===== config.mk =====
export PLATFORM = sky130hd
export DESIGN_NAME = grf_framer
export DESIGN_NICKNAME = d
export VERILOG_FILES = /design/src/rtl/grf_serializer.v /design/src/rtl/grf_framer.v
export VERILOG_INCLUDE_DIRS = /design/src /design/src/rtl
export SDC_FILE = /design/constraint.sdc
export NUM_CORES = 1
export LEC_CHECK = 0
export BUFFER_PORTS_ARGS = -buffer_cell sky130_fd_sc_hd__buf_2
export CELL_PAD_IN_SITES_DETAIL_PLACEMENT = 0
export CELL_PAD_IN_SITES_GLOBAL_PLACEMENT = 1
export CORE_MARGIN = 3
export CORE_UTILIZATION = 37
export CTS_CLUSTER_DIAMETER = 200
export DETAILED_ROUTE_END_ITERATION = 8
export PLACE_DENSITY = 0.8
export SYNTH_ARGS = -nofsm -noshare
export SYNTH_HDL_FRONTEND = slang
export SYNTH_SLANG_ARGS = --single-unit
export TNS_END_PERCENT = 30

===== constraint.sdc =====
create_clock -name clk -period 3.4 [get_ports clk]
set_input_delay 0.51 -clock clk [delete_from_list [all_inputs] [get_ports clk]]
set_output_delay 0.51 -clock clk [all_outputs]
set_load 0.05 [all_outputs]

===== src/rtl/grf_defines.vh =====
// shared constants of the graphics replenishment framer
`ifndef GRF_DEFINES_VH
`define GRF_DEFINES_VH
// sync byte values, bit value 0 and 1
`define GRF_SYNC0 8'hF3
`define GRF_SYNC1 8'hFC
// replenishment stride and sequence
`define GRF_STRIDE 11'h013
`define GRF_SEQ_LEN 6'h13
`define GRF_SEQ_LAST 6'h25
`define GRF_SYNC_LAST 3'h7
`define GRF_ADDR_MAX 7'h12
// picture geometry
`define GRF_M1_W 10'h27F
`define GRF_M2_W 10'h168
`define GRF_LAST_LINE 9'h11F
`define GRF_F1_LINE 10'h017
`define GRF_F2_LINE 10'h150
// amplitude limits
`define GRF_Y6_MAX 6'h3B
`define GRF_C6_SIGN 6'h20
`define GRF_Y8_MIN 8'h10
`define GRF_Y8_MAX 8'hEB
`define GRF_C8_MIN 8'h10
`define GRF_C8_MAX 8'hF0
// buffer suspension, level counted in bits
`define GRF_BUF_LIM 18'h27100
`define GRF_SUSP_FIELDS 2'h2
// register map, byte offsets on the low address bits
`define GRF_REG_CTRL 4'h0
`define GRF_REG_STAT 4'h4
`define GRF_REG_FIELD 4'h8
`define GRF_CTRL_RUN 0
`define GRF_CTRL_MODE2 1
`define GRF_CTRL_CONT 2
`define GRF_STAT_DONE 2
`define GRF_RESP_OKAY 2'h0
`define GRF_RESP_SLVERR 2'h2
`endif


===== src/rtl/grf_serializer.v =====
// byte to bit serializer aligned to channel time slots
`timescale 1ns/1ps
module grf_serializer
(
    input wire clk,
    input wire rst,
    input wire slot_tick,
    input wire slot_first,
    input wire [7:0] byte_data,
    input wire byte_valid,
    output wire byte_ready,
    output reg tx_bit_q,
    output reg tx_en_q,
    output reg tx_start_q
);
    reg [7:0] sh_q; // bits still to go, msb leading
    reg [2:0] left_q; // bits remaining after the current one
    reg busy_q; // a byte is in flight

    // a new byte starts only on the first bit of a slot, so octets never straddle slots
    assign byte_ready = slot_tick & slot_first & ~(busy_q & (left_q != 3'h0));

    // shift msb first, one bit per slot tick
    always @(posedge clk)
    begin
        if (rst)
        begin
            sh_q <= 8'h00;
            left_q <= 3'h0;
            busy_q <= 1'b0;
            tx_bit_q <= 1'b0;
            tx_en_q <= 1'b0;
            tx_start_q <= 1'b0;
        end
        else if (slot_tick)
        begin
            tx_start_q <= 1'b0;
            if (byte_ready & byte_valid)
            begin
                // load: first bit out now
                tx_bit_q <= byte_data[7];
                tx_en_q <= 1'b1;
                tx_start_q <= 1'b1;
                sh_q <= {byte_data[6:0], 1'b0};
                left_q <= 3'h7;
                busy_q <= 1'b1;
            end
            else if (busy_q & (left_q != 3'h0))
            begin
                tx_bit_q <= sh_q[7];
                sh_q <= {sh_q[6:0], 1'b0};
                left_q <= left_q - 3'h1;
            end
            else
            begin
                // empty slot bit: nothing to send
                busy_q <= 1'b0;
                tx_en_q <= 1'b0;
                tx_bit_q <= 1'b0;
            end
        end
    end
endmodule


===== src/rtl/grf_framer.v =====
// still-picture replenishment framer and deframer with axi4-lite control
//
// Local design decisions: the placing of the registers and the AXI4-Lite register port.
`timescale 1ns/1ps
`include "grf_defines.vh"
// Overview of operation
// mode 1 sends every 19th element, wrapping lines
// eight sync bytes; picture never uses them
// first seven sync bytes carry start address
// eighth sync byte gives field parity
// start addresses follow 38-field recommended order
// field length follows start address, 9686/9685
// luma six high bits, chroma pair low
// chroma pairs ride three consecutive sent words
// no chroma on picture's first line
// buffer over 160 kbits suspends two fields
// output octets aligned to time slots
// decoder addresses 639 by 576 byte store
// mode 2 sets of Cb Y Cr Y
// mode 2 sends every 19th set
// mode 2 sync uses same coding
// set words serialized in order, msb first
// clamp luma 16-235, chroma 225 levels
// mode 2 decoder places sets in store
// continuous mode keeps resending, live frozen
// chroma co-sited with even luma samples
// counter starts at address, steps 19, stops
module grf_framer
#(
    parameter ADDR_W = 4
)
(
    input wire clk,
    input wire rst,
    input wire [ADDR_W-1:0] s_axi_awaddr,
    input wire s_axi_awvalid,
    output reg s_axi_awready,
    input wire [31:0] s_axi_wdata,
    input wire [3:0] s_axi_wstrb,
    input wire s_axi_wvalid,
    output reg s_axi_wready,
    output reg [1:0] s_axi_bresp,
    output reg s_axi_bvalid,
    input wire s_axi_bready,
    input wire [ADDR_W-1:0] s_axi_araddr,
    input wire s_axi_arvalid,
    output reg s_axi_arready,
    output reg [31:0] s_axi_rdata,
    output reg [1:0] s_axi_rresp,
    output reg s_axi_rvalid,
    input wire s_axi_rready,
    output reg pix_req_q,
    output reg [9:0] pix_line_q,
    output reg [9:0] pix_col_q,
    input wire pix_valid,
    input wire [31:0] pix_data,
    input wire field_tick,
    input wire [17:0] buf_level,
    input wire slot_tick,
    input wire slot_first,
    output wire tx_bit_q,
    output wire tx_en_q,
    output wire tx_start_q,
    output reg live_freeze_q,
    input wire rx_valid,
    input wire [7:0] rx_byte,
    output reg st_we_q,
    output reg [9:0] st_row_q,
    output reg [9:0] st_col_q,
    output reg [1:0] st_word_q,
    output reg [7:0] st_data_q
);
    localparam S_IDLE = 3'h0;
    localparam S_SYNC = 3'h1;
    localparam S_REQ = 3'h2;
    localparam S_WAIT = 3'h3;
    localparam S_EMIT = 3'h4;
    localparam S_FEND = 3'h5;
    localparam S_SUSP = 3'h6;
    localparam D_HUNT = 1'b0;
    localparam D_DATA = 1'b1;

    // start address table of the recommended replenishment order
    function [4:0] seq_addr;
        input [5:0] i;
        begin
            case (i)
                6'h00: seq_addr = 5'h01;
                6'h01: seq_addr = 5'h0D;
                6'h02: seq_addr = 5'h06;
                6'h03: seq_addr = 5'h12;
                6'h04: seq_addr = 5'h03;
                6'h05: seq_addr = 5'h0A;
                6'h06: seq_addr = 5'h0F;
                6'h07: seq_addr = 5'h04;
                6'h08: seq_addr = 5'h00;
                6'h09: seq_addr = 5'h08;
                6'h0A: seq_addr = 5'h0C;
                6'h0B: seq_addr = 5'h05;
                6'h0C: seq_addr = 5'h0E;
                6'h0D: seq_addr = 5'h09;
                6'h0E: seq_addr = 5'h11;
                6'h0F: seq_addr = 5'h02;
                6'h10: seq_addr = 5'h0B;
                6'h11: seq_addr = 5'h07;
                default: seq_addr = 5'h10;
            endcase
        end
    endfunction

    // advance a position by the stride; msb flags the wrap into the next line
    function [10:0] grf_step;
        input [9:0] col;
        input [9:0] w;
        reg [10:0] s;
        begin
            s = {1'b0, col} + `GRF_STRIDE;
            if (s >= {1'b0, w})
                grf_step = {1'b1, s[9:0] - w};
            else
                grf_step = {1'b0, s[9:0]};
        end
    endfunction

    // hard limiter for eight-bit codes
    function [7:0] clamp8;
        input [7:0] v;
        input [7:0] lo;
        input [7:0] hi;
        begin
            if (v < lo)
                clamp8 = lo;
            else if (v > hi)
                clamp8 = hi;
            else
                clamp8 = v;
        end
    endfunction

    reg [2:0] ctrl_q; // run, mode2, continuous
    reg done_q; // sticky: single shot finished
    reg [2:0] st_q; // encoder state
    reg [5:0] fidx_q; // position in the 38-field cycle
    reg [2:0] sync_n_q; // sync byte number
    reg [8:0] line_q; // line within field
    reg [9:0] col_q; // element or set along the line
    reg [1:0] word_q; // word within set, mode 2 only
    reg [1:0] pair_q; // chroma pair of the next mode-1 word
    reg [31:0] pix_q; // captured sample data
    reg [1:0] susp_q; // fields still to skip
    reg ob_valid_q; // byte waiting for the serializer
    reg [7:0] ob_data_q;
    reg dst_q; // decoder state
    reg [2:0] dsc_q; // sync bytes seen in a row
    reg [6:0] dsh_q; // received address bits
    reg [6:0] daddr_q; // last received start address
    reg dfirst_q; // received parity, 1 = first field
    reg [8:0] dline_q;
    reg [9:0] dcol_q;
    reg [1:0] dword_q;

    wire mode2 = ctrl_q[`GRF_CTRL_MODE2];
    wire [9:0] width = mode2 ? `GRF_M2_W : `GRF_M1_W;
    wire half = fidx_q >= `GRF_SEQ_LEN;
    wire [5:0] seq_i = half ? fidx_q - `GRF_SEQ_LEN : fidx_q;
    wire [4:0] start = seq_addr(seq_i);
    wire first_fld = seq_i[0] ^ half;
    wire [6:0] sync_addr = {2'b00, start};
    wire [10:0] enc_nx = grf_step(col_q, width);
    wire enc_end = enc_nx[10] & (line_q == `GRF_LAST_LINE);
    wire ob_ready;
    wire ob_take = ob_valid_q & ob_ready;
    wire ob_free = ~ob_valid_q | ob_take;
    wire over = buf_level > `GRF_BUF_LIM;
    wire [5:0] c6 = pix_q[11:6] ^ `GRF_C6_SIGN;
    wire [5:0] y6 = (pix_q[5:0] > `GRF_Y6_MAX) ? `GRF_Y6_MAX : pix_q[5:0];
    reg [1:0] cpair;
    reg [7:0] enc_byte;

    // picture byte for the current word
    always @*
    begin
        cpair = 2'b00;
        enc_byte = 8'h00;
        case (pair_q)
            2'h0: cpair = c6[5:4];
            2'h1: cpair = c6[3:2];
            default: cpair = c6[1:0];
        endcase
        if (line_q == 9'h000)
            cpair = 2'b00;
        if (!mode2)
            enc_byte = {y6, cpair};
        else
        begin
            // Cb n, Y n, Cr n, Y n+1
            case (word_q)
                2'h0: enc_byte = clamp8(pix_q[7:0], `GRF_C8_MIN, `GRF_C8_MAX);
                2'h1: enc_byte = clamp8(pix_q[15:8], `GRF_Y8_MIN, `GRF_Y8_MAX);
                2'h2: enc_byte = clamp8(pix_q[23:16], `GRF_C8_MIN, `GRF_C8_MAX);
                default: enc_byte = clamp8(pix_q[31:24], `GRF_Y8_MIN, `GRF_Y8_MAX);
            endcase
        end
    end

    // encoder: sync, fetch, emit, field end, suspension
    always @(posedge clk)
    begin
        if (rst)
        begin
            st_q <= S_IDLE;
            fidx_q <= 6'h00;
            sync_n_q <= 3'h0;
            line_q <= 9'h000;
            col_q <= 10'h000;
            word_q <= 2'h0;
            pair_q <= 2'h0;
            pix_q <= 32'h0000_0000;
            susp_q <= 2'h0;
            ob_valid_q <= 1'b0;
            ob_data_q <= 8'h00;
            pix_req_q <= 1'b0;
            pix_line_q <= 10'h000;
            pix_col_q <= 10'h000;
            live_freeze_q <= 1'b0;
        end
        else
        begin
            if (ob_take)
                ob_valid_q <= 1'b0;
            case (st_q)
                S_IDLE:
                begin
                    live_freeze_q <= 1'b0;
                    fidx_q <= 6'h00;
                    if (ctrl_q[`GRF_CTRL_RUN])
                    begin
                        live_freeze_q <= 1'b1;
                        sync_n_q <= 3'h0;
                        st_q <= S_SYNC;
                    end
                end
                S_SYNC:
                begin
                    if (ob_free)
                    begin
                        ob_valid_q <= 1'b1;
                        if (sync_n_q != `GRF_SYNC_LAST)
                            // msb of the address first
                            ob_data_q <= sync_addr[3'h6 - sync_n_q] ? `GRF_SYNC1 : `GRF_SYNC0;
                        else
                            ob_data_q <= first_fld ? `GRF_SYNC1 : `GRF_SYNC0;
                        sync_n_q <= sync_n_q + 3'h1;
                        if (sync_n_q == `GRF_SYNC_LAST)
                        begin
                            line_q <= 9'h000;
                            col_q <= {5'h00, start};
                            pair_q <= 2'h0;
                            st_q <= S_REQ;
                        end
                    end
                end
                S_REQ:
                begin
                    pix_req_q <= 1'b1;
                    pix_line_q <= (first_fld ? `GRF_F1_LINE : `GRF_F2_LINE) + {1'b0, line_q};
                    pix_col_q <= col_q;
                    word_q <= 2'h0;
                    st_q <= S_WAIT;
                end
                S_WAIT:
                begin
                    if (pix_valid)
                    begin
                        pix_req_q <= 1'b0;
                        pix_q <= pix_data;
                        st_q <= S_EMIT;
                    end
                end
                S_EMIT:
                begin
                    if (ob_free)
                    begin
                        ob_valid_q <= 1'b1;
                        ob_data_q <= enc_byte;
                        word_q <= word_q + 2'h1;
                        if (!mode2 || word_q == 2'h3)
                        begin
                            // stride runs across line ends
                            col_q <= enc_nx[9:0];
                            line_q <= line_q + {8'h00, enc_nx[10]};
                            pair_q <= (enc_nx[10] || pair_q == 2'h2) ? 2'h0 : pair_q + 2'h1;
                            st_q <= enc_end ? S_FEND : S_REQ;
                        end
                    end
                end
                S_FEND:
                begin
                    fidx_q <= (fidx_q == `GRF_SEQ_LAST) ? 6'h00 : fidx_q + 6'h01;
                    sync_n_q <= 3'h0;
                    if (!ctrl_q[`GRF_CTRL_RUN] ||
                        (!ctrl_q[`GRF_CTRL_CONT] && fidx_q == `GRF_SEQ_LAST))
                        st_q <= S_IDLE;
                    else if (over)
                    begin
                        susp_q <= `GRF_SUSP_FIELDS;
                        st_q <= S_SUSP;
                    end
                    else
                        st_q <= S_SYNC;
                end
                S_SUSP:
                begin
                    if (field_tick)
                    begin
                        if (susp_q != 2'h1)
                            susp_q <= susp_q - 2'h1;
                        else if (over)
                            susp_q <= `GRF_SUSP_FIELDS;
                        else
                            st_q <= S_SYNC;
                    end
                end
                default: st_q <= S_IDLE;
            endcase
        end
    end

    wire rx_sync = (rx_byte == `GRF_SYNC0) || (rx_byte == `GRF_SYNC1);
    wire rx_bit = rx_byte == `GRF_SYNC1;
    wire [10:0] dec_nx = grf_step(dcol_q, width);

    // decoder: find eight sync bytes, then address each byte into the store
    always @(posedge clk)
    begin
        if (rst)
        begin
            dst_q <= D_HUNT;
            dsc_q <= 3'h0;
            dsh_q <= 7'h00;
            daddr_q <= 7'h00;
            dfirst_q <= 1'b0;
            dline_q <= 9'h000;
            dcol_q <= 10'h000;
            dword_q <= 2'h0;
            st_we_q <= 1'b0;
            st_row_q <= 10'h000;
            st_col_q <= 10'h000;
            st_word_q <= 2'h0;
            st_data_q <= 8'h00;
        end
        else
        begin
            st_we_q <= 1'b0;
            if (rx_valid && rx_sync)
            begin
                // any sync byte, even mid-field, restarts the hunt for a code
                dst_q <= D_HUNT;
                dsh_q <= {dsh_q[5:0], rx_bit};
                dsc_q <= dsc_q + 3'h1;
                if (dsc_q == `GRF_SYNC_LAST)
                begin
                    dsc_q <= 3'h0;
                    dfirst_q <= rx_bit;
                    daddr_q <= dsh_q;
                    dline_q <= 9'h000;
                    dcol_q <= {3'h0, dsh_q};
                    dword_q <= 2'h0;
                    // out-of-range address: field is discarded
                    if (dsh_q <= `GRF_ADDR_MAX)
                        dst_q <= D_DATA;
                end
            end
            else if (rx_valid)
            begin
                dsc_q <= 3'h0;
                if (dst_q == D_DATA)
                begin
                    // row interleaves the two fields into one frame
                    st_we_q <= 1'b1;
                    st_row_q <= {dline_q, ~dfirst_q};
                    st_col_q <= dcol_q;
                    st_word_q <= mode2 ? dword_q : 2'h0;
                    st_data_q <= rx_byte;
                    dword_q <= dword_q + 2'h1;
                    if (!mode2 || dword_q == 2'h3)
                    begin
                        dcol_q <= dec_nx[9:0];
                        dline_q <= dline_q + {8'h00, dec_nx[10]};
                        if (dec_nx[10] && dline_q == `GRF_LAST_LINE)
                            dst_q <= D_HUNT;
                    end
                end
            end
        end
    end

    // octets leave only on slot starts
    grf_serializer grf_serializer_inst
    (
        .clk(clk),
        .rst(rst),
        .slot_tick(slot_tick),
        .slot_first(slot_first),
        .byte_data(ob_data_q),
        .byte_valid(ob_valid_q),
        .byte_ready(ob_ready),
        .tx_bit_q(tx_bit_q),
        .tx_en_q(tx_en_q),
        .tx_start_q(tx_start_q)
    );

    wire wr_go = s_axi_awvalid & s_axi_wvalid & ~s_axi_bvalid & ~s_axi_awready;
    wire wr_ctrl = wr_go && s_axi_awaddr[3:0] == `GRF_REG_CTRL && s_axi_wstrb[0];
    wire wr_stat = wr_go && s_axi_awaddr[3:0] == `GRF_REG_STAT && s_axi_wstrb[0];
    wire fin = (st_q == S_FEND) && !ctrl_q[`GRF_CTRL_CONT] && fidx_q == `GRF_SEQ_LAST;

    // write channel: take address and data together, answer one cycle later
    always @(posedge clk)
    begin
        if (rst)
        begin
            s_axi_awready <= 1'b0;
            s_axi_wready <= 1'b0;
            s_axi_bvalid <= 1'b0;
            s_axi_bresp <= `GRF_RESP_OKAY;
            ctrl_q <= 3'h0;
            done_q <= 1'b0;
        end
        else
        begin
            s_axi_awready <= wr_go;
            s_axi_wready <= wr_go;
            if (wr_go)
            begin
                s_axi_bvalid <= 1'b1;
                s_axi_bresp <= (s_axi_awaddr[3:0] == `GRF_REG_CTRL ||
                    s_axi_awaddr[3:0] == `GRF_REG_STAT) ? `GRF_RESP_OKAY : `GRF_RESP_SLVERR;
            end
            else if (s_axi_bready)
                s_axi_bvalid <= 1'b0;
            if (wr_ctrl)
                ctrl_q <= s_axi_wdata[2:0];
            else if (fin)
                ctrl_q[`GRF_CTRL_RUN] <= 1'b0; // single shot ends by itself
            // hardware set wins over a write-one clear
            if (fin)
                done_q <= 1'b1;
            else if (wr_stat && s_axi_wdata[`GRF_STAT_DONE])
                done_q <= 1'b0;
        end
    end

    // read channel: one outstanding read, data one cycle after address
    always @(posedge clk)
    begin
        if (rst)
        begin
            s_axi_arready <= 1'b0;
            s_axi_rvalid <= 1'b0;
            s_axi_rdata <= 32'h0000_0000;
            s_axi_rresp <= `GRF_RESP_OKAY;
        end
        else
        begin
            s_axi_arready <= s_axi_arvalid & ~s_axi_rvalid & ~s_axi_arready;
            if (s_axi_arvalid & ~s_axi_rvalid & ~s_axi_arready)
            begin
                s_axi_rvalid <= 1'b1;
                s_axi_rresp <= `GRF_RESP_OKAY;
                case (s_axi_araddr[3:0])
                    `GRF_REG_CTRL: s_axi_rdata <= {29'h0, ctrl_q};
                    `GRF_REG_STAT: s_axi_rdata <= {28'h0, dst_q, done_q, st_q == S_SUSP, live_freeze_q};
                    `GRF_REG_FIELD: s_axi_rdata <= {10'h0, dfirst_q, daddr_q[4:0], 2'h0, fidx_q, 3'h0, start};
                    default:
                    begin
                        s_axi_rdata <= 32'h0000_0000;
                        s_axi_rresp <= `GRF_RESP_SLVERR;
                    end
                endcase
            end
            else if (s_axi_rready)
                s_axi_rvalid <= 1'b0;
        end
    end
endmodule


# Word level (Yosys, flattened, before mapping)
# Memories as Yosys holds them, arrays and structs flattened.
# Index checks and enable logic that the tools add are counted.
[word_totals]
n_memories = 1
romBits = 160
ff_bits = 227
output_inout_bits = 97
[memory_table]
columns = ["memory", "words", "width", "rd", "rd_ports_with_merged_regs", "write_ports", "line_no", "source"]
rows = [
  ["(name not given)", 32, 5, 1, 0, 0, "grf_framer.v:87", "case (i)"],
]
[op_classes]
n_lt_le_gt_ge = 15
reduce_logical = 57
n_addsub = 17
bitwise_logic = 22
muxes = 120
eq_ne = 36
[ops]
columns = ["op", "count"]
rows = [
  ["8-bit two-way mux", 13],
  ["10-bit two-way mux", 10],
  ["9-bit two-way mux", 10],
  ["22-bit one-hot mux with 3 select lines", 1],
  ["3-bit two-way mux", 19],
  ["2-bit two-way mux", 18],
  ["8-bit greater-than comparator, second input constant", 4],
  ["8-bit by 5-bit < comparator with 1-bit output, second input constant", 4],
  ["1-bit two-way mux", 27],
  ["2-bit nonzero test", 13],
  ["8-bit one-hot mux with 3 select lines", 1],
  ["10-bit by 5-bit adder with 11-bit output, second input constant", 2],
  ["11-bit by 10-bit >= comparator with 1-bit output", 2],
  ["11-bit two-way mux", 2],
  ["2-bit inequality test, second input constant", 11],
  ["3-bit one-hot mux with 7 select lines", 1],
  ["10-bit one-hot mux with 2 select lines", 1],
  ["10-bit subtractor", 2],
  ["9-bit by 1-bit adder with 9-bit output", 2],
  ["9-bit equality test, second input constant", 2],
  ["18-bit greater-than comparator, second input constant", 1],
  ["6-bit two-way mux", 3],
  ["9-bit one-hot mux with 2 select lines", 1],
  ["8-bit equality test, second input constant", 2],
  ["other kinds (49)", 115],
]

# Logic depth before layout (Yosys ltp)
# Gate-level depths: netlist of run 1.
# An unclocked memory read counts as a cell.
[logic_depth]
ltp_word = 10
mapped_depth = 18
mapped_depth_nobuf = 17

# Hierarchy
# A second synthesis of run 1 with hierarchy kept.
[unflattened]
cells_unflattened = 1416
area_unflattened_um2 = 11219.5
[by_module_without_submodules]
columns = ["module", "cells_per_inst", "area_each_um2", "instances", "seq_area_each_um2"]
rows = [
  ["grf_framer", 1353, 10606.4, 1, 3923.8],
  ["grf_serializer", 63, 613.1, 1, 260.2],
]

# Worst setup path after synthesis of run 1
# OpenSTA, ideal clock, no wires.
[synth_timing]
path_type = "flip-flop to flip-flop"
start = "register fidx_q[0]"
end = "register ob_data_q[0]"
arrival_time_ns = 3.438
synth_period_minus_slack_ns = 3.572
path_stages_with_launch = 16
path_slack_ns = -0.172
path_buffers = 1
path_cell_list = "dfxtp_1 > ha_1 > buf_2 > o31a_1 > nor2_1 > xnor2_1 > ha_1 > nand2b_1 > a221o_1 > a211oi_1 > a211oi_1 > a211oi_1 > a221oi_1 > o31ai_2 > nor2b_4 > a211oi_1"
[synth_between]
elab_chain_len = 10
word_cells_on_any_way = 13
[synth_rtl]
columns = ["item", "line_no", "source"]
rows = [
  ["from (decl)", "grf_framer.v:143", "reg [5:0] fidx_q;"],
  ["from (signal assigned)", "grf_framer.v:299", "fidx_q <= (fidx_q == `GRF_SEQ_LAST) ? 6'h00 : fidx_q + 6'h01;"],
  ["6-bit by 5-bit subtractor with 6-bit output (no source line) / 6-bit by 5-bit >= comparator with 1-bit output (equally long branches)", "n/a", ""],
  ["6-bit two-way mux", "grf_framer.v:165", "wire [5:0] seq_i = half ? fidx_q - `GRF_SEQ_LEN : fidx_q;"],
  ["memory read 32 x 5 bit", "n/a", ""],
  ["5-bit two-way mux", "grf_framer.v:87", ""],
  ["1-bit binary-select mux with 3-bit select", "grf_framer.v:250", "ob_data_q <= sync_addr[3'h6 - sync_n_q] ? `GRF_SYNC1 : `GRF_SYNC0;"],
  ["1-bit two-way mux (not written as such)", "grf_framer.v:250", ""],
  ["4-bit two-way mux (no source line)", "n/a", ""],
  ["4-bit two-way mux (*)", "grf_framer.v:248", "if (sync_n_q != `GRF_SYNC_LAST)"],
  ["8-bit two-way mux (*)", "grf_framer.v:245", "if (ob_free)"],
  ["8-bit one-hot mux with 2 select lines (*)", "grf_framer.v:231", "case (st_q)"],
  ["to (signal assigned)", "grf_framer.v:250", ""],
  ["to (signal assigned)", "grf_framer.v:252", "ob_data_q <= first_fld ? `GRF_SYNC1 : `GRF_SYNC0;"],
  ["to (signal assigned)", "grf_framer.v:285", "ob_data_q <= enc_byte;"],
  ["to (decl)", "grf_framer.v:152", "reg [7:0] ob_data_q;"],
]
# Mark *: on every way between the ends. The rest lies on a longest branch, timed or not. The select of a mux whose other input is x is not followed.
# A chain may end at the register's enable or synchronous reset.

# Worst setup path after layout of run 1
[layout_timing]
start = "register fidx_q[1]"
end = "register ob_data_q[0]"
# The elaborated chain is that of the path after synthesis.

==> flow_summary.html, run 1 <==
<table>
<tr><th>Metric</th><th>Value</th></tr>
<tr><th colspan="2">Clock network</th></tr>
<tr><td>Clock latency on the worst-skew pair</td><td>0.52 ns</td></tr>
<tr><td>Clock-pin slew on the worst setup and hold paths</td><td>0.07 ns</td></tr>
<tr><td>Maximum clock insertion buffer count</td><td>3</td></tr>
<tr><td>TritonCTS clock tree</td><td>built</td></tr>
<tr><td>Clock sink total</td><td>209</td></tr>
<tr><td>Cell at the root of the clock tree</td><td>sky130_fd_sc_hd__clkbuf_16</td></tr>
<tr><td>Post-cts hold buffer count</td><td>0</td></tr>
<tr><td>Number of clock buffers inserted by TritonCTS</td><td>24</td></tr>
<tr><td>H-tree depth</td><td>1</td></tr>
<tr><th colspan="2">GRT</th></tr>
<tr><td>Global-route wire length before repair</td><td>50.8 mm</td></tr>
<tr><td>Pin count of the biggest net entering global routing</td><td>75</td></tr>
<tr><td>Initial antenna violation count</td><td>0</td></tr>
<tr><td>Total routing usage reported by global routing</td><td>18.2%</td></tr>
<tr><td>Vias in the first global route</td><td>9878</td></tr>
<tr><td>Overall overflow remaining after global route</td><td>0</td></tr>
<tr><th colspan="2">Drt</th></tr>
<tr><td>Pre-Repair DR Iteration Count</td><td>6</td></tr>
<tr><td>DR vias/cell</td><td>5.32</td></tr>
<tr><td>Routed wire per std cell</td><td>15.5 um</td></tr>
<tr><td>Initial DRC Count</td><td>703</td></tr>
<tr><td>DRT antenna net count</td><td>0</td></tr>
<tr><td>Total Wirelength</td><td>31.0 mm</td></tr>
<tr><td>Residual DRC count</td><td>0</td></tr>
<tr><td>Via count</td><td>10700</td></tr>
<tr><th colspan="2">Timing</th></tr>
<tr><td>Minimum setup slack in the final design</td><td>-0.0378 ns</td></tr>
<tr><td>Setup TNS Final</td><td>-0.0714 ns</td></tr>
<tr><td>Final setup viols</td><td>2</td></tr>
<tr><td>Hold Fails Final Rpt</td><td>0</td></tr>
<tr><td>Setup repair after global routing missed its margin</td><td>true</td></tr>
<tr><td>Worst rel slew slack</td><td>44.2%</td></tr>
<tr><td>Highest Clock Rate</td><td>0.291 GHz</td></tr>
<tr><td>Share of the clock period used by the worst path</td><td>101%</td></tr>
<tr><td>Time the final worst path needs with I/O delays and setup</td><td>3.44 ns</td></tr>
<tr><td>Transition time at the pin with the least slew margin</td><td>0.837 ns</td></tr>
<tr><td>Pins Over Slew Limit</td><td>0</td></tr>
<tr><td>Worst clock skew</td><td>0.0142 ns</td></tr>
<tr><th colspan="2">Worst hold path</th></tr>
<tr><td>Min-delay worst type</td><td>in2reg</td></tr>
<tr><td>Hold Startpoint</td><td>pix_data[9]</td></tr>
<tr><td>Hold Path Depth</td><td>3</td></tr>
<tr><td>End point of the most critical hold path</td><td>pix_q[9]</td></tr>
<tr><th colspan="2">Setup path</th></tr>
<tr><td>Start-to-end type of the worst setup path</td><td>reg2reg</td></tr>
<tr><td>Destination of the worst register-to-register timing path</td><td>ob_data_q[0]</td></tr>
<tr><td>Worst-path fanout max</td><td>3</td></tr>
<tr><td>Arrival time reported for the critical path endpoint</td><td>3.80 ns</td></tr>
<tr><td>Critical Path Sink Type</td><td>flop</td></tr>
<tr><td>Element type at the critical path start</td><td>flop</td></tr>
<tr><td>Worst r2r src</td><td>fidx_q[1]</td></tr>
<tr><td>Worst path required time</td><td>3.76 ns</td></tr>
<tr><td>Worst reg-to-reg setup slack</td><td>-0.04 ns</td></tr>
<tr><td>Reg2Reg Depth</td><td>14</td></tr>
<tr><th colspan="2">Synthesis</th></tr>
<tr><td>Share of flip-flops with an asynchronous set or reset after synthesis</td><td>0%</td></tr>
<tr><td>Mean instance size in the synthesized netlist</td><td>7.88 sq um</td></tr>
<tr><td>Total of warnings raised by yosys</td><td>0</td></tr>
<tr><td>Post-Synthesis Cell Area</td><td>0.0113 sq mm</td></tr>
<tr><td>Top FF cell, synth</td><td>sky130_fd_sc_hd__dfxtp_1</td></tr>
<tr><td>Flop and latch count out of synthesis</td><td>209</td></tr>
<tr><td>Sequential share of the synthesized area</td><td>37.1%</td></tr>
<tr><td>Number of cells produced by synthesis</td><td>1431</td></tr>
<tr><td>Library cells used by synthesis</td><td>101</td></tr>
<tr><td>Number of enable flip-flop cells after synthesis</td><td>0</td></tr>
<tr><th colspan="2">Floorplanning</th></tr>
<tr><td>Starting density of the core</td><td>37.7%</td></tr>
<tr><td>Core area</td><td>0.0299 sq mm</td></tr>
<tr><td>Die outline area</td><td>0.0326 sq mm</td></tr>
<tr><td>Placement Rows</td><td>63</td></tr>
<tr><td>Die outline width</td><td>181 um</td></tr>
<tr><td>Num ports</td><td>211</td></tr>
<tr><td>Vert. Die Dim</td><td>181 um</td></tr>
<tr><th colspan="2">Pwr</th></tr>
<tr><td>Lkg Pwr</td><td>5.35 nW</td></tr>
<tr><td>Worst supply voltage drop on vdd</td><td>0.327 mV</td></tr>
<tr><td>Power per unit of standard cell area</td><td>510 mW/mm^2</td></tr>
<tr><th colspan="2">Place</th></tr>
<tr><td>Placed standard-cell area</td><td>0.0126 sq mm</td></tr>
<tr><td>I/O Buffers</td><td>161</td></tr>
<tr><td>HPWL after DPL</td><td>22.7 mm</td></tr>
<tr><td>Gpl congestion</td><td>0.863</td></tr>
<tr><th colspan="2">Layout</th></tr>
<tr><td>Diode count</td><td>0</td></tr>
<tr><td>Net total in the final layout</td><td>1759</td></tr>
<tr><td>Layout cell share with drive strength beyond 1</td><td>20.7%</td></tr>
<tr><td>Synth-to-layout area growth</td><td>20.9%</td></tr>
<tr><td>Post-route standard cell area excluding fillers</td><td>0.0136 sq mm</td></tr>
<tr><th colspan="2">Outcome</th></tr>
<tr><td>Violated checks</td><td>setup timing</td></tr>
<tr><td>Run status</td><td>finished with violations</td></tr>
<tr><th colspan="2">Flow run</th></tr>
<tr><td>Max-cap violations</td><td>0</td></tr>
</table>
## sequential cells by signal, summed over array words and instances (netlist names), 5 cells and up
register,cells
col_q,10
daddr_q,5
dcol_q,10
dline_q,9
dsh_q,7
fidx_q,6
grf_serializer_inst.sh_q,7
line_q,9
ob_data_q,8
pix_col_q,10
pix_line_q,10
pix_q,32
s_axi_rdata,17
st_col_q,10
st_data_q,8
st_row_q,10
## kinds of logic after synthesis
group | after synthesis | share of synthesized area (%)
compound gates | 382 | 22.9
xor+xnor | 48 | 3.99
fa+ha+maj | 48 | 5.53
buf+inv | 144 | 5.76
flops | 209 | 37.1
mux | 11 | 1.11
other cells | 1 | 0.0333
simple gates | 588 | 23.5
## worst max-delay path by stage
stage                          from      endpoint  slack (ns)  cells after the start
final                     fidx_q[1]  ob_data_q[0]       -0.04                     14
after detailed placement  dcol_q[1]     dcol_q[2]        0.01                     14
after global placement    fidx_q[0]  ob_data_q[1]        0.04                     14
after CTS                 fidx_q[0]  ob_data_q[0]      -0.002                     14
after floorplan           fidx_q[0]  ob_data_q[0]       0.006                     14
after global routing      fidx_q[1]  ob_data_q[0]       -0.16                     14
## layout by cell type (no fill, tap or decap), types with 7 or more instances in the layout
master,n
sky130_fd_sc_hd__conb_1,17
sky130_fd_sc_hd__o22ai_1,7
sky130_fd_sc_hd__nand4_1,24
sky130_fd_sc_hd__o21ai_0,35
sky130_fd_sc_hd__ha_1,41
sky130_fd_sc_hd__dfxtp_1,205
sky130_fd_sc_hd__and3_1,9
sky130_fd_sc_hd__nand2b_1,15
sky130_fd_sc_hd__nor2b_1,17
sky130_fd_sc_hd__clkbuf_16,25
sky130_fd_sc_hd__mux2i_1,8
sky130_fd_sc_hd__nand2_1,272
sky130_fd_sc_hd__nor2_1,144
sky130_fd_sc_hd__a211oi_1,14
sky130_fd_sc_hd__a22oi_1,30
sky130_fd_sc_hd__o21ai_1,10
sky130_fd_sc_hd__nand3_1,26
sky130_fd_sc_hd__nor3_1,25
sky130_fd_sc_hd__buf_4,60
sky130_fd_sc_hd__and2_1,7
sky130_fd_sc_hd__xnor2_1,22
sky130_fd_sc_hd__buf_2,160
sky130_fd_sc_hd__inv_1,43
sky130_fd_sc_hd__a31oi_1,9
sky130_fd_sc_hd__xor2_1,20
sky130_fd_sc_hd__a311oi_1,16
sky130_fd_sc_hd__a21oi_1,162
## layout make-up
cell class,instances,area [sq um]
Inverter,47,176
Clock inverter,11,159
Clock buffer,33,706
Timing Repair Buffer,221,1260
Sequential cell,209,4190
Fill cell,3052,16200
Multi-Input combinational cell,1094,6650
Tap cell,390,488
## repair_timing
action,4_1_cts,5_1_grt
pin swaps,0,16
gates resized for setup,2,26
endpoints found under the setup margin,2,19
buffers inserted,0,4
## where the power goes
part | switching [mW] | total [mW] | internal (mW)
registers | 0.121 | 2.70 | 2.57
clock network | 1.05 | 2.80 | 1.75
logic | 0.948 | 1.46 | 0.512
total | 2.12 | 6.95 | 4.84
## worst max-delay path: stages, from the launching register on
cell and delay (ns):
sky130_fd_sc_hd__dfxtp_4 0.36, sky130_fd_sc_hd__ha_4 0.17, sky130_fd_sc_hd__o31a_1 0.34, sky130_fd_sc_hd__nor2_2 0.17, sky130_fd_sc_hd__xnor2_2 0.16, sky130_fd_sc_hd__ha_4 0.24
sky130_fd_sc_hd__nand2b_4 0.13, sky130_fd_sc_hd__a221o_1 0.33, sky130_fd_sc_hd__a211oi_2 0.24, sky130_fd_sc_hd__a21oi_1 0.07, sky130_fd_sc_hd__o32ai_1 0.23, sky130_fd_sc_hd__a311oi_1 0.17
sky130_fd_sc_hd__o31ai_2 0.34, sky130_fd_sc_hd__nor2b_4 0.24, sky130_fd_sc_hd__a211oi_2 0.07
## routing by layer
layer / up-vias / global-route usage [%] / routed length [um]
met4: 0 / 3.32 / 411
met1: 4988 / 26.2 / 14900
met2: 284 / 29.3 / 14000
li1: 5349 / - / -
met5: - / 0 / 0
met3: 37 / 2.68 / 1680
## synthesized netlist by cell type (all sizes together) (18+ instances only)
library cell / count / area share, %
dfxtp: 209 / 37
nand3: 26 / 1.2
nor2b: 18 / 1.1
inv: 46 / 1.5
ha: 45 / 5.0
xnor2: 26 / 2.2
buf: 37 / 2.2
clkbuf: 60 / 2.0
a211oi: 20 / 1.3
nor2: 148 / 5.0
a22oi: 31 / 2.1
xor2: 22 / 1.8
nand2: 273 / 9.1
nor3: 27 / 1.2
nand4: 24 / 1.3
a21oi: 162 / 7.2
o21ai: 50 / 2.4
## through the flow
stage | setup slack, ns | hold WS, ns | std cells | util [%] | power, mW
after global routing | -0.163 | 0.219 | 2005 | 45.6 | 7.30
after floorplan | 0.00617 | 0.432 | 1447 | - | 3.77
final | -0.0378 | 0.230 | 2005 | 45.6 | 6.95
after CTS | -0.00168 | 0.219 | 2001 | 45.2 | 6.98
after global placement | 0.0377 | 0.438 | 1957 | 42.3 | 4.14
after detailed placement | 0.00981 | 0.442 | 1957 | 42.3 | 4.16
Power figures use the tool's default switching activity.
==> run 2, diff against run 1 <==
--- a/config.mk
+++ b/config.mk
@@ -10,10 +10,11 @@
 export CELL_PAD_IN_SITES_DETAIL_PLACEMENT = 0
 export CELL_PAD_IN_SITES_GLOBAL_PLACEMENT = 1
 export CORE_MARGIN = 3
-export CORE_UTILIZATION = 37
+export CORE_UTILIZATION = 38
+export CTS_BUF_LIST = sky130_fd_sc_hd__clkbuf_4
 export CTS_CLUSTER_DIAMETER = 200
 export DETAILED_ROUTE_END_ITERATION = 8
-export PLACE_DENSITY = 0.8
+export PLACE_DENSITY = 0.82
 export SYNTH_ARGS = -nofsm -noshare
 export SYNTH_HDL_FRONTEND = slang
 export SYNTH_SLANG_ARGS = --single-unit
==> constraint.sdc (replaced) <==
create_clock -name clk -period 2.8 [get_ports clk]
set_input_delay 0.42 -clock clk [delete_from_list [all_inputs] [get_ports clk]]
set_output_delay 0.42 -clock clk [all_outputs]
set_load 0.05 [all_outputs]
==> run 2 against run 1 <==
Net effect: the run still ends with setup timing left; fmax grew 1.1%; utilization grew 5.7 points; first-iteration DRC count shrank 17%; critical path type unchanged; combinational power grew 42%; global-route usage grew 1.9 points; design area grew 9.3%; largest power group is now registers; routed wire length grew 5.8%; highest routed layer unchanged.
==> flow_summary.html, run 2 (synthesized netlist as in run 1, its figures left out) <==
<table>
<tr><th>Metric</th><th>Value</th></tr>
<tr><th colspan="2">Clock network</th></tr>
<tr><td>Maximum clock insertion buffer count</td><td>3 (unchanged)</td></tr>
<tr><td>Cell at the root of the clock tree</td><td>sky130_fd_sc_hd__clkbuf_4</td></tr>
<tr><td>H-tree depth</td><td>2 (+1)</td></tr>
<tr><td>TritonCTS clock tree</td><td>built</td></tr>
<tr><td>Clock latency on the worst-skew pair</td><td>0.73 ns (+0.21 ns)</td></tr>
<tr><td>Clock-pin slew on the worst setup and hold paths</td><td>0.06 ns (about the same)</td></tr>
<tr><td>Clock sink total</td><td>209 (unchanged)</td></tr>
<tr><td>Number of clock buffers inserted by TritonCTS</td><td>60 (+150%)</td></tr>
<tr><th colspan="2">Place</th></tr>
<tr><td>Placed standard-cell area</td><td>0.0133 sq mm (+5.5%)</td></tr>
<tr><td>HPWL after DPL</td><td>23.3 mm (+2.6%)</td></tr>
<tr><td>Post-placement cell count</td><td>2019 (+3.2%)</td></tr>
<tr><td>I/O Buffers</td><td>161 (unchanged)</td></tr>
<tr><td>Gpl congestion</td><td>0.897 (+3.9%)</td></tr>
<tr><td>Post-placement setup slack</td><td>-0.554 ns (-0.563 ns)</td></tr>
<tr><th colspan="2">Pwr</th></tr>
<tr><td>Power per unit of standard cell area</td><td>533 mW/mm^2 (+4.5%)</td></tr>
<tr><td>Lkg Pwr</td><td>6.02 nW (+13%)</td></tr>
<tr><td>Worst supply voltage drop on vdd</td><td>0.360 mV (+10%)</td></tr>
<tr><th colspan="2">Timing</th></tr>
<tr><td>Highest Clock Rate</td><td>0.294 GHz (+1.1%)</td></tr>
<tr><td>Pins Over Slew Limit</td><td>0 (unchanged)</td></tr>
<tr><td>Hold Fails Final Rpt</td><td>0 (unchanged)</td></tr>
<tr><td>Worst clock skew</td><td>0.0516 ns (+0.0374 ns)</td></tr>
<tr><td>Share of the clock period used by the worst path</td><td>121% (+20 points)</td></tr>
<tr><td>Hold slack</td><td>0.0622 ns (-0.167 ns)</td></tr>
<tr><td>Minimum setup slack in the final design</td><td>-0.601 ns (-0.563 ns)</td></tr>
<tr><td>Final setup viols</td><td>34 (+32)</td></tr>
<tr><td>Worst rel slew slack</td><td>39.5% (-4.7 points)</td></tr>
<tr><td>Transition time at the pin with the least slew margin</td><td>0.908 ns (+0.0709 ns)</td></tr>
<tr><td>Setup TNS Final</td><td>-7.05 ns (-6.98 ns)</td></tr>
<tr><td>Setup repair after global routing missed its margin</td><td>true</td></tr>
<tr><td>Time the final worst path needs with I/O delays and setup</td><td>3.40 ns (-0.0366 ns)</td></tr>
<tr><th colspan="2">Layout</th></tr>
<tr><td>Biggest registers after layout</td><td>pix_q (32), s_axi_rdata (17)</td></tr>
<tr><td>Synth-to-layout area growth</td><td>32.1%</td></tr>
<tr><td>Most frequent cells in the layout</td><td>266 x sky130_fd_sc_hd__nand2_1, 203 x sky130_fd_sc_hd__dfxtp_1, 160 x sky130_fd_sc_hd__buf_2, 157 x sky130_fd_sc_hd__a21oi_1, 143 x sky130_fd_sc_hd__nor2_1</td></tr>
<tr><td>Layout cell share with drive strength beyond 1</td><td>28.7% (+8.0 points)</td></tr>
<tr><td>Register with the most flip-flops</td><td>pix_q</td></tr>
<tr><td>Net total in the final layout</td><td>1926 (+9.5%)</td></tr>
<tr><td>Final Non-Filler Cells</td><td>2181 (+8.8%)</td></tr>
<tr><td>Leading cell type in the layout, fill and taps excluded</td><td>sky130_fd_sc_hd__nand2_1</td></tr>
<tr><td>Post-route standard cell area excluding fillers</td><td>0.0149 sq mm (+9.3%)</td></tr>
<tr><td>Number of flip-flops under the largest register name</td><td>32 (unchanged)</td></tr>
<tr><td>Fill cell count</td><td>2778 (-9.0%)</td></tr>
<tr><th colspan="2">Floorplanning</th></tr>
<tr><td>Placement Rows</td><td>62 (-1.6%)</td></tr>
<tr><td>Core area</td><td>0.0290 sq mm (-2.9%)</td></tr>
<tr><td>Die outline width</td><td>178 um (-1.3%)</td></tr>
<tr><td>Num ports</td><td>211 (unchanged)</td></tr>
<tr><td>Starting density of the core</td><td>38.9% (+1.1 points)</td></tr>
<tr><td>Die outline area</td><td>0.0318 sq mm (-2.5%)</td></tr>
<tr><td>Vert. Die Dim</td><td>178 um (-1.3%)</td></tr>
<tr><th colspan="2">Setup path</th></tr>
<tr><td>Critical Path Sink Type</td><td>flop</td></tr>
<tr><td>Arrival time reported for the critical path endpoint</td><td>3.93 ns (+0.13 ns)</td></tr>
<tr><td>Worst-path fanout max</td><td>3 (unchanged)</td></tr>
<tr><td>Element type at the critical path start</td><td>flop</td></tr>
<tr><td>Destination of the worst register-to-register timing path</td><td>ob_data_q[0]</td></tr>
<tr><td>Worst reg-to-reg setup slack</td><td>-0.60 ns (-0.56 ns)</td></tr>
<tr><td>Worst path required time</td><td>3.33 ns (-0.43 ns)</td></tr>
<tr><td>Worst r2r src</td><td>fidx_q[1]</td></tr>
<tr><td>Start-to-end type of the worst setup path</td><td>reg2reg</td></tr>
<tr><td>Reg2Reg Depth</td><td>14 (unchanged)</td></tr>
<tr><th colspan="2">Outcome</th></tr>
<tr><td>Run status</td><td>finished with violations</td></tr>
<tr><td>Violated checks</td><td>setup timing</td></tr>
<tr><th colspan="2">Drt</th></tr>
<tr><td>Routed wire per std cell</td><td>15.0 um (-2.7%)</td></tr>
<tr><td>Total routed wire length on the met1 layer</td><td>15.4 mm (+3.3%)</td></tr>
<tr><td>Initial DRC Count</td><td>587 (-17%)</td></tr>
<tr><td>Pre-Repair DR Iteration Count</td><td>5 (-1)</td></tr>
<tr><td>Highest routed metal layer</td><td>met4</td></tr>
<tr><td>Total Wirelength</td><td>32.8 mm (+5.8%)</td></tr>
<tr><td>DRT antenna net count</td><td>0 (unchanged)</td></tr>
<tr><td>DR vias/cell</td><td>5.23 (-1.6%)</td></tr>
<tr><td>Wire length on met3</td><td>1.75 mm (+4.5%)</td></tr>
<tr><td>Residual DRC count</td><td>0 (unchanged)</td></tr>
<tr><td>Routed wire length on met2</td><td>14.9 mm (+6.1%)</td></tr>
<tr><td>Via count</td><td>11400 (+7.0%)</td></tr>
<tr><th colspan="2">Flow run</th></tr>
<tr><td>Max-cap violations</td><td>0 (unchanged)</td></tr>
<tr><th colspan="2">GRT</th></tr>
<tr><td>Vias in the first global route</td><td>10800 (+9.2%)</td></tr>
<tr><td>Initial antenna violation count</td><td>1 (+1)</td></tr>
<tr><td>Overall overflow remaining after global route</td><td>0 (unchanged)</td></tr>
<tr><td>Pin count of the biggest net entering global routing</td><td>190 (+150%)</td></tr>
<tr><td>Global-route wire length before repair</td><td>53.0 mm (+4.3%)</td></tr>
<tr><td>Total routing usage reported by global routing</td><td>20.1% (+1.9 points)</td></tr>
<tr><th colspan="2">Worst hold path</th></tr>
<tr><td>End point of the most critical hold path</td><td>s_axi_wready</td></tr>
<tr><td>Hold Path Depth</td><td>3 (unchanged)</td></tr>
<tr><td>Min-delay worst type</td><td>in2reg</td></tr>
<tr><td>Hold Startpoint</td><td>s_axi_awvalid</td></tr>
</table>
## run 2: per-stage QoR
stage	utilization, %	total power [mW]
detailed placement	46.0	5.23
global route	51.3	8.41
CTS	50.7	7.97
global placement	46.0	5.20
floorplan	-	4.62
finish	51.3	7.94
## run 2: where the power goes
group / leakage, nW / switching [mW] / internal, mW
combinational: 3.93 / 1.26 / 0.808
clock: 0.400 / 1.29 / 1.33
sequential: 1.69 / 0.124 / 3.13
total: 6.02 / 2.67 / 5.27
## run 2: critical path, cell delays in order, from the launching register on
cell,delay [ns]
sky130_fd_sc_hd__dfxtp_2,0.34
sky130_fd_sc_hd__ha_4,0.15
sky130_fd_sc_hd__o31a_1,0.34
sky130_fd_sc_hd__nor2_2,0.18
sky130_fd_sc_hd__xnor2_2,0.16
sky130_fd_sc_hd__ha_4,0.24
sky130_fd_sc_hd__nand2b_4,0.13
sky130_fd_sc_hd__a221o_1,0.31
sky130_fd_sc_hd__a211oi_2,0.34
sky130_fd_sc_hd__a21oi_2,0.06
sky130_fd_sc_hd__o32ai_2,0.15
sky130_fd_sc_hd__a311oi_2,0.16
sky130_fd_sc_hd__o31ai_2,0.37
sky130_fd_sc_hd__nor2b_4,0.21
sky130_fd_sc_hd__a211oi_1,0.07
## run 2: repair_timing
item | in CTS | in global routing
gates cloned | 1 | 0
pin swaps | 30 | 33
buffers inserted | 10 | 10
resized for setup | 32 | 27
hold buffers | 48 | 0
setup endpoints to repair | 35 | 47
endpoints found under the hold margin | 47 | 0
## run 2: final cells by class
class                           instances  area [sq um]  area share (%)
Tap cell                              384           480            3.23
Antenna cell                            1          2.50          0.0168
Timing Repair Buffer                  352          2410            16.2
Inverter                               47           184            1.23
Clock inverter                         12          60.1           0.403
Clock buffer                           82           616            4.13
Multi-Input combinational cell       1094          6940            46.6
Sequential cell                       209          4200            28.2
## run 2: how the worst max path moves through the flow
stage          startpoint           end  slack (ns)  cells past startpoint
4_1_cts         fidx_q[0]  ob_data_q[0]       -0.54                     13
3_5_place_dp    fidx_q[1]  ob_data_q[0]       -0.55                     13
2_1_floorplan   fidx_q[0]  ob_data_q[0]       -0.54                     14
5_1_grt         fidx_q[0]  ob_data_q[0]       -0.68                     14
6_report        fidx_q[1]  ob_data_q[0]       -0.60                     14
3_3_place_gp    fidx_q[1]  ob_data_q[0]       -0.48                     13
## run 2: layer usage
| layer | up-vias | GRT usage, % |
|---|---|---|
| met2 | 293 | 32.0 |
| met4 | 0 | 6.56 |
| met1 | 5321 | 27.4 |
| li1 | 5722 | - |
| met3 | 68 | 3.72 |
| met5 | - | 0 |
==> run 3, diff against run 2 <==
--- a/config.mk
+++ b/config.mk
@@ -15,6 +15,7 @@
 export CTS_CLUSTER_DIAMETER = 200
 export DETAILED_ROUTE_END_ITERATION = 8
 export PLACE_DENSITY = 0.82
+export SETUP_SLACK_MARGIN = 0.15
 export SYNTH_ARGS = -nofsm -noshare
 export SYNTH_HDL_FRONTEND = slang
 export SYNTH_SLANG_ARGS = --single-unit
==> run 3 against run 2 <==
Net effect: largest cell class unchanged; count of clock-buffer cells in the layout grew 3; clock skew is 0.020 ns lower; worst setup slack gained 0.045 ns; the run still ends with setup timing left.
==> flow_summary.html, run 3 (synthesized netlist as in run 1, its figures left out) <==
<table>
<tr><th>Metric</th><th>Value</th></tr>
<tr><th colspan="2">Outcome</th></tr>
<tr><td>Run status</td><td>finished with violations</td></tr>
<tr><td>Violated checks</td><td>setup timing</td></tr>
<tr><th colspan="2">Drt</th></tr>
<tr><td>Residual DRC count</td><td>0 (unchanged)</td></tr>
<tr><td>Total Wirelength</td><td>32.8 mm (-0.22%)</td></tr>
<tr><td>DR vias/cell</td><td>5.22 (-0.17%)</td></tr>
<tr><td>Pre-Repair DR Iteration Count</td><td>6 (+1)</td></tr>
<tr><td>Initial DRC Count</td><td>603 (+2.7%)</td></tr>
<tr><td>DRT antenna net count</td><td>0 (unchanged)</td></tr>
<tr><td>Routed wire per std cell</td><td>15.0 um (about the same)</td></tr>
<tr><td>Via count</td><td>11400 (-0.35%)</td></tr>
<tr><th colspan="2">Place</th></tr>
<tr><td>I/O Buffers</td><td>161 (unchanged)</td></tr>
<tr><td>Post-placement cell count</td><td>2019 (unchanged)</td></tr>
<tr><td>HPWL after DPL</td><td>23.1 mm (-0.55%)</td></tr>
<tr><td>Gpl congestion</td><td>0.904 (+0.75%)</td></tr>
<tr><td>Post-placement setup slack</td><td>-0.561 ns (-0.00752 ns)</td></tr>
<tr><th colspan="2">Floorplanning</th></tr>
<tr><td>Core area</td><td>0.0290 sq mm (unchanged)</td></tr>
<tr><td>Placement Rows</td><td>62 (unchanged)</td></tr>
<tr><td>Die outline area</td><td>0.0318 sq mm (unchanged)</td></tr>
<tr><td>Vert. Die Dim</td><td>178 um (unchanged)</td></tr>
<tr><td>Starting density of the core</td><td>38.9% (unchanged)</td></tr>
<tr><td>Die outline width</td><td>178 um (unchanged)</td></tr>
<tr><td>Num ports</td><td>211 (unchanged)</td></tr>
<tr><th colspan="2">Pwr</th></tr>
<tr><td>Lkg Pwr</td><td>5.95 nW (-1.1%)</td></tr>
<tr><td>Worst supply voltage drop on vdd</td><td>0.259 mV (-28%)</td></tr>
<tr><td>Power per unit of standard cell area</td><td>539 mW/mm^2 (+1.2%)</td></tr>
<tr><td>Final total power</td><td>7.96 mW (+0.28%)</td></tr>
<tr><th colspan="2">Clock network</th></tr>
<tr><td>Number of clock buffers inserted by TritonCTS</td><td>57 (-5.0%)</td></tr>
<tr><td>H-tree depth</td><td>2 (unchanged)</td></tr>
<tr><td>Cell at the root of the clock tree</td><td>sky130_fd_sc_hd__clkbuf_4</td></tr>
<tr><td>Maximum clock insertion buffer count</td><td>3 (unchanged)</td></tr>
<tr><td>TritonCTS clock tree</td><td>built</td></tr>
<tr><td>Clock latency on the worst-skew pair</td><td>0.69 ns (-0.04 ns)</td></tr>
<tr><td>Clock-pin slew on the worst setup and hold paths</td><td>0.06 ns (about the same)</td></tr>
<tr><td>Clock sink total</td><td>209 (unchanged)</td></tr>
<tr><th colspan="2">Setup path</th></tr>
<tr><td>Element type at the critical path start</td><td>flop</td></tr>
<tr><td>Arrival time reported for the critical path endpoint</td><td>3.87 ns (-0.06 ns)</td></tr>
<tr><td>Worst path required time</td><td>3.31 ns (-0.02 ns)</td></tr>
<tr><td>Worst-path fanout max</td><td>3 (unchanged)</td></tr>
<tr><td>Start-to-end type of the worst setup path</td><td>reg2reg</td></tr>
<tr><td>Critical Path Sink Type</td><td>flop</td></tr>
<tr><th colspan="2">Layout</th></tr>
<tr><td>Net total in the final layout</td><td>1914 (-0.62%)</td></tr>
<tr><td>Biggest registers after layout</td><td>pix_q (32), s_axi_rdata (17)</td></tr>
<tr><td>Synth-to-layout area growth</td><td>30.8%</td></tr>
<tr><td>Leading cell type in the layout, fill and taps excluded</td><td>sky130_fd_sc_hd__nand2_1</td></tr>
<tr><td>Most frequent cells in the layout</td><td>265 x sky130_fd_sc_hd__nand2_1, 202 x sky130_fd_sc_hd__dfxtp_1, 161 x sky130_fd_sc_hd__a21oi_1, 160 x sky130_fd_sc_hd__buf_2, 143 x sky130_fd_sc_hd__nor2_1</td></tr>
<tr><td>Number of flip-flops under the largest register name</td><td>32 (unchanged)</td></tr>
<tr><td>Final Non-Filler Cells</td><td>2177 (-0.18%)</td></tr>
<tr><td>Register with the most flip-flops</td><td>pix_q</td></tr>
<tr><td>Layout cell share with drive strength beyond 1</td><td>28.0% (-0.72 points)</td></tr>
<tr><th colspan="2">GRT</th></tr>
<tr><td>Pin count of the biggest net entering global routing</td><td>190 (unchanged)</td></tr>
<tr><td>Overall overflow remaining after global route</td><td>0 (unchanged)</td></tr>
<tr><td>Total routing usage reported by global routing</td><td>19.9% (-0.14 points)</td></tr>
<tr><td>Global-route wire length before repair</td><td>52.8 mm (-0.44%)</td></tr>
<tr><td>Initial antenna violation count</td><td>1 (unchanged)</td></tr>
<tr><td>Vias in the first global route</td><td>10900 (+1.4%)</td></tr>
<tr><th colspan="2">Timing</th></tr>
<tr><td>Setup repair after global routing missed its margin</td><td>true</td></tr>
<tr><td>Minimum setup slack in the final design</td><td>-0.556 ns (+0.0449 ns)</td></tr>
<tr><td>Pins Over Slew Limit</td><td>0 (unchanged)</td></tr>
<tr><td>Worst rel slew slack</td><td>40.9% (+1.5 points)</td></tr>
<tr><td>Final setup viols</td><td>35 (+2.9%)</td></tr>
<tr><td>Time the final worst path needs with I/O delays and setup</td><td>3.36 ns (-0.0448 ns)</td></tr>
<tr><td>Share of the clock period used by the worst path</td><td>120% (-1.6 points)</td></tr>
<tr><td>Hold Fails Final Rpt</td><td>0 (unchanged)</td></tr>
<tr><td>Worst clock skew</td><td>0.0314 ns (-0.0202 ns)</td></tr>
<tr><td>Highest Clock Rate</td><td>0.298 GHz (+1.3%)</td></tr>
<tr><td>Transition time at the pin with the least slew margin</td><td>0.886 ns (-0.0218 ns)</td></tr>
<tr><th colspan="2">Flow run</th></tr>
<tr><td>Max-cap violations</td><td>0 (unchanged)</td></tr>
<tr><th colspan="2">Worst hold path</th></tr>
<tr><td>Min-delay worst type</td><td>in2reg</td></tr>
</table>
-- run 3: cell count changes in the layout (fill, tap and decap cells not counted), sizes merged --
cell,previous run,this run
inv,46,47
clkinv,11,12
buf,304,298
clkbuf,82,85
dlygate4sd3,48,45
-- run 3: critical path: stages, from the launching register on --
cell and delay, ns:
sky130_fd_sc_hd__dfxtp_4 0.35, sky130_fd_sc_hd__ha_4 0.15, sky130_fd_sc_hd__o31a_1 0.36, sky130_fd_sc_hd__o32ai_4 0.34
sky130_fd_sc_hd__ha_4 0.26, sky130_fd_sc_hd__nand2b_4 0.13, sky130_fd_sc_hd__a221o_1 0.30, sky130_fd_sc_hd__a211oi_2 0.26
sky130_fd_sc_hd__a211oi_2 0.07, sky130_fd_sc_hd__a211oi_2 0.24, sky130_fd_sc_hd__a221oi_2 0.11, sky130_fd_sc_hd__o31ai_2 0.27
sky130_fd_sc_hd__buf_4 0.15, sky130_fd_sc_hd__nor2b_4 0.13, sky130_fd_sc_hd__a211oi_1 0.08
-- run 3: power by group --
part	switching (mW)	internal (mW)
Combinational	1.24	0.828
Clock	1.27	1.37
Sequential	0.119	3.13
-- run 3: through the flow --
step                      area (sq um)  hold WS [ns]  TNS (ns)  utilization, %
after floorplan                  11600         0.432     -5.99               -
after global placement           13300         0.439     -6.20            45.9
after detailed placement         13300         0.444     -8.67            45.9
after CTS                        14600      0.000745     -6.75            50.5
after global routing             14800        0.0243    -13.10            50.9
final                            14800        0.0683     -8.07            50.9
-- run 3: final timing paths --
path	start	cells past startpoint	slack, ns	endpoint
setup / recovery	fidx_q[1]	14	-0.56	ob_data_q[0]
hold / removal	rx_valid	3	0.07	dsh_q[0]
setup reg to reg	fidx_q[1]	14	-0.56	ob_data_q[0]
hold reg to reg	st_col_q[0]	2	0.45	st_col_q[0]
-- run 3: metal layers --
metal / vias up / part of all wire [%] / GRT usage, %
met5: - / 0 / 0
met4: 0 / 1.7 / 5.75
met3: 49 / 4.9 / 3.36
met2: 312 / 46 / 32.8
met1: 5308 / 47 / 27.0
li1: 5695 / - / -
-- run 3: repair_timing --
item | CTS | global route
pin swaps | 27 | 7
gates resized for setup | 29 | 15
endpoints found under the setup margin | 49 | 52
hold buffers | 45 | 0
setup buffers | 9 | 3
gates cloned | 1 | 0
hold endpoints to repair | 45 | 0
-- run 3: cell type report --
cell class | instances | area [sq um]
Multi-Input combinational cell | 1094 | 6860
Antenna cell | 1 | 2.50
Clock inverter | 14 | 57.6
Timing Repair Buffer | 343 | 2330
Fill cell | 2824 | 14300
Sequential cell | 209 | 4200
Clock buffer | 85 | 638
Tap cell | 384 | 480
Inverter | 47 | 185
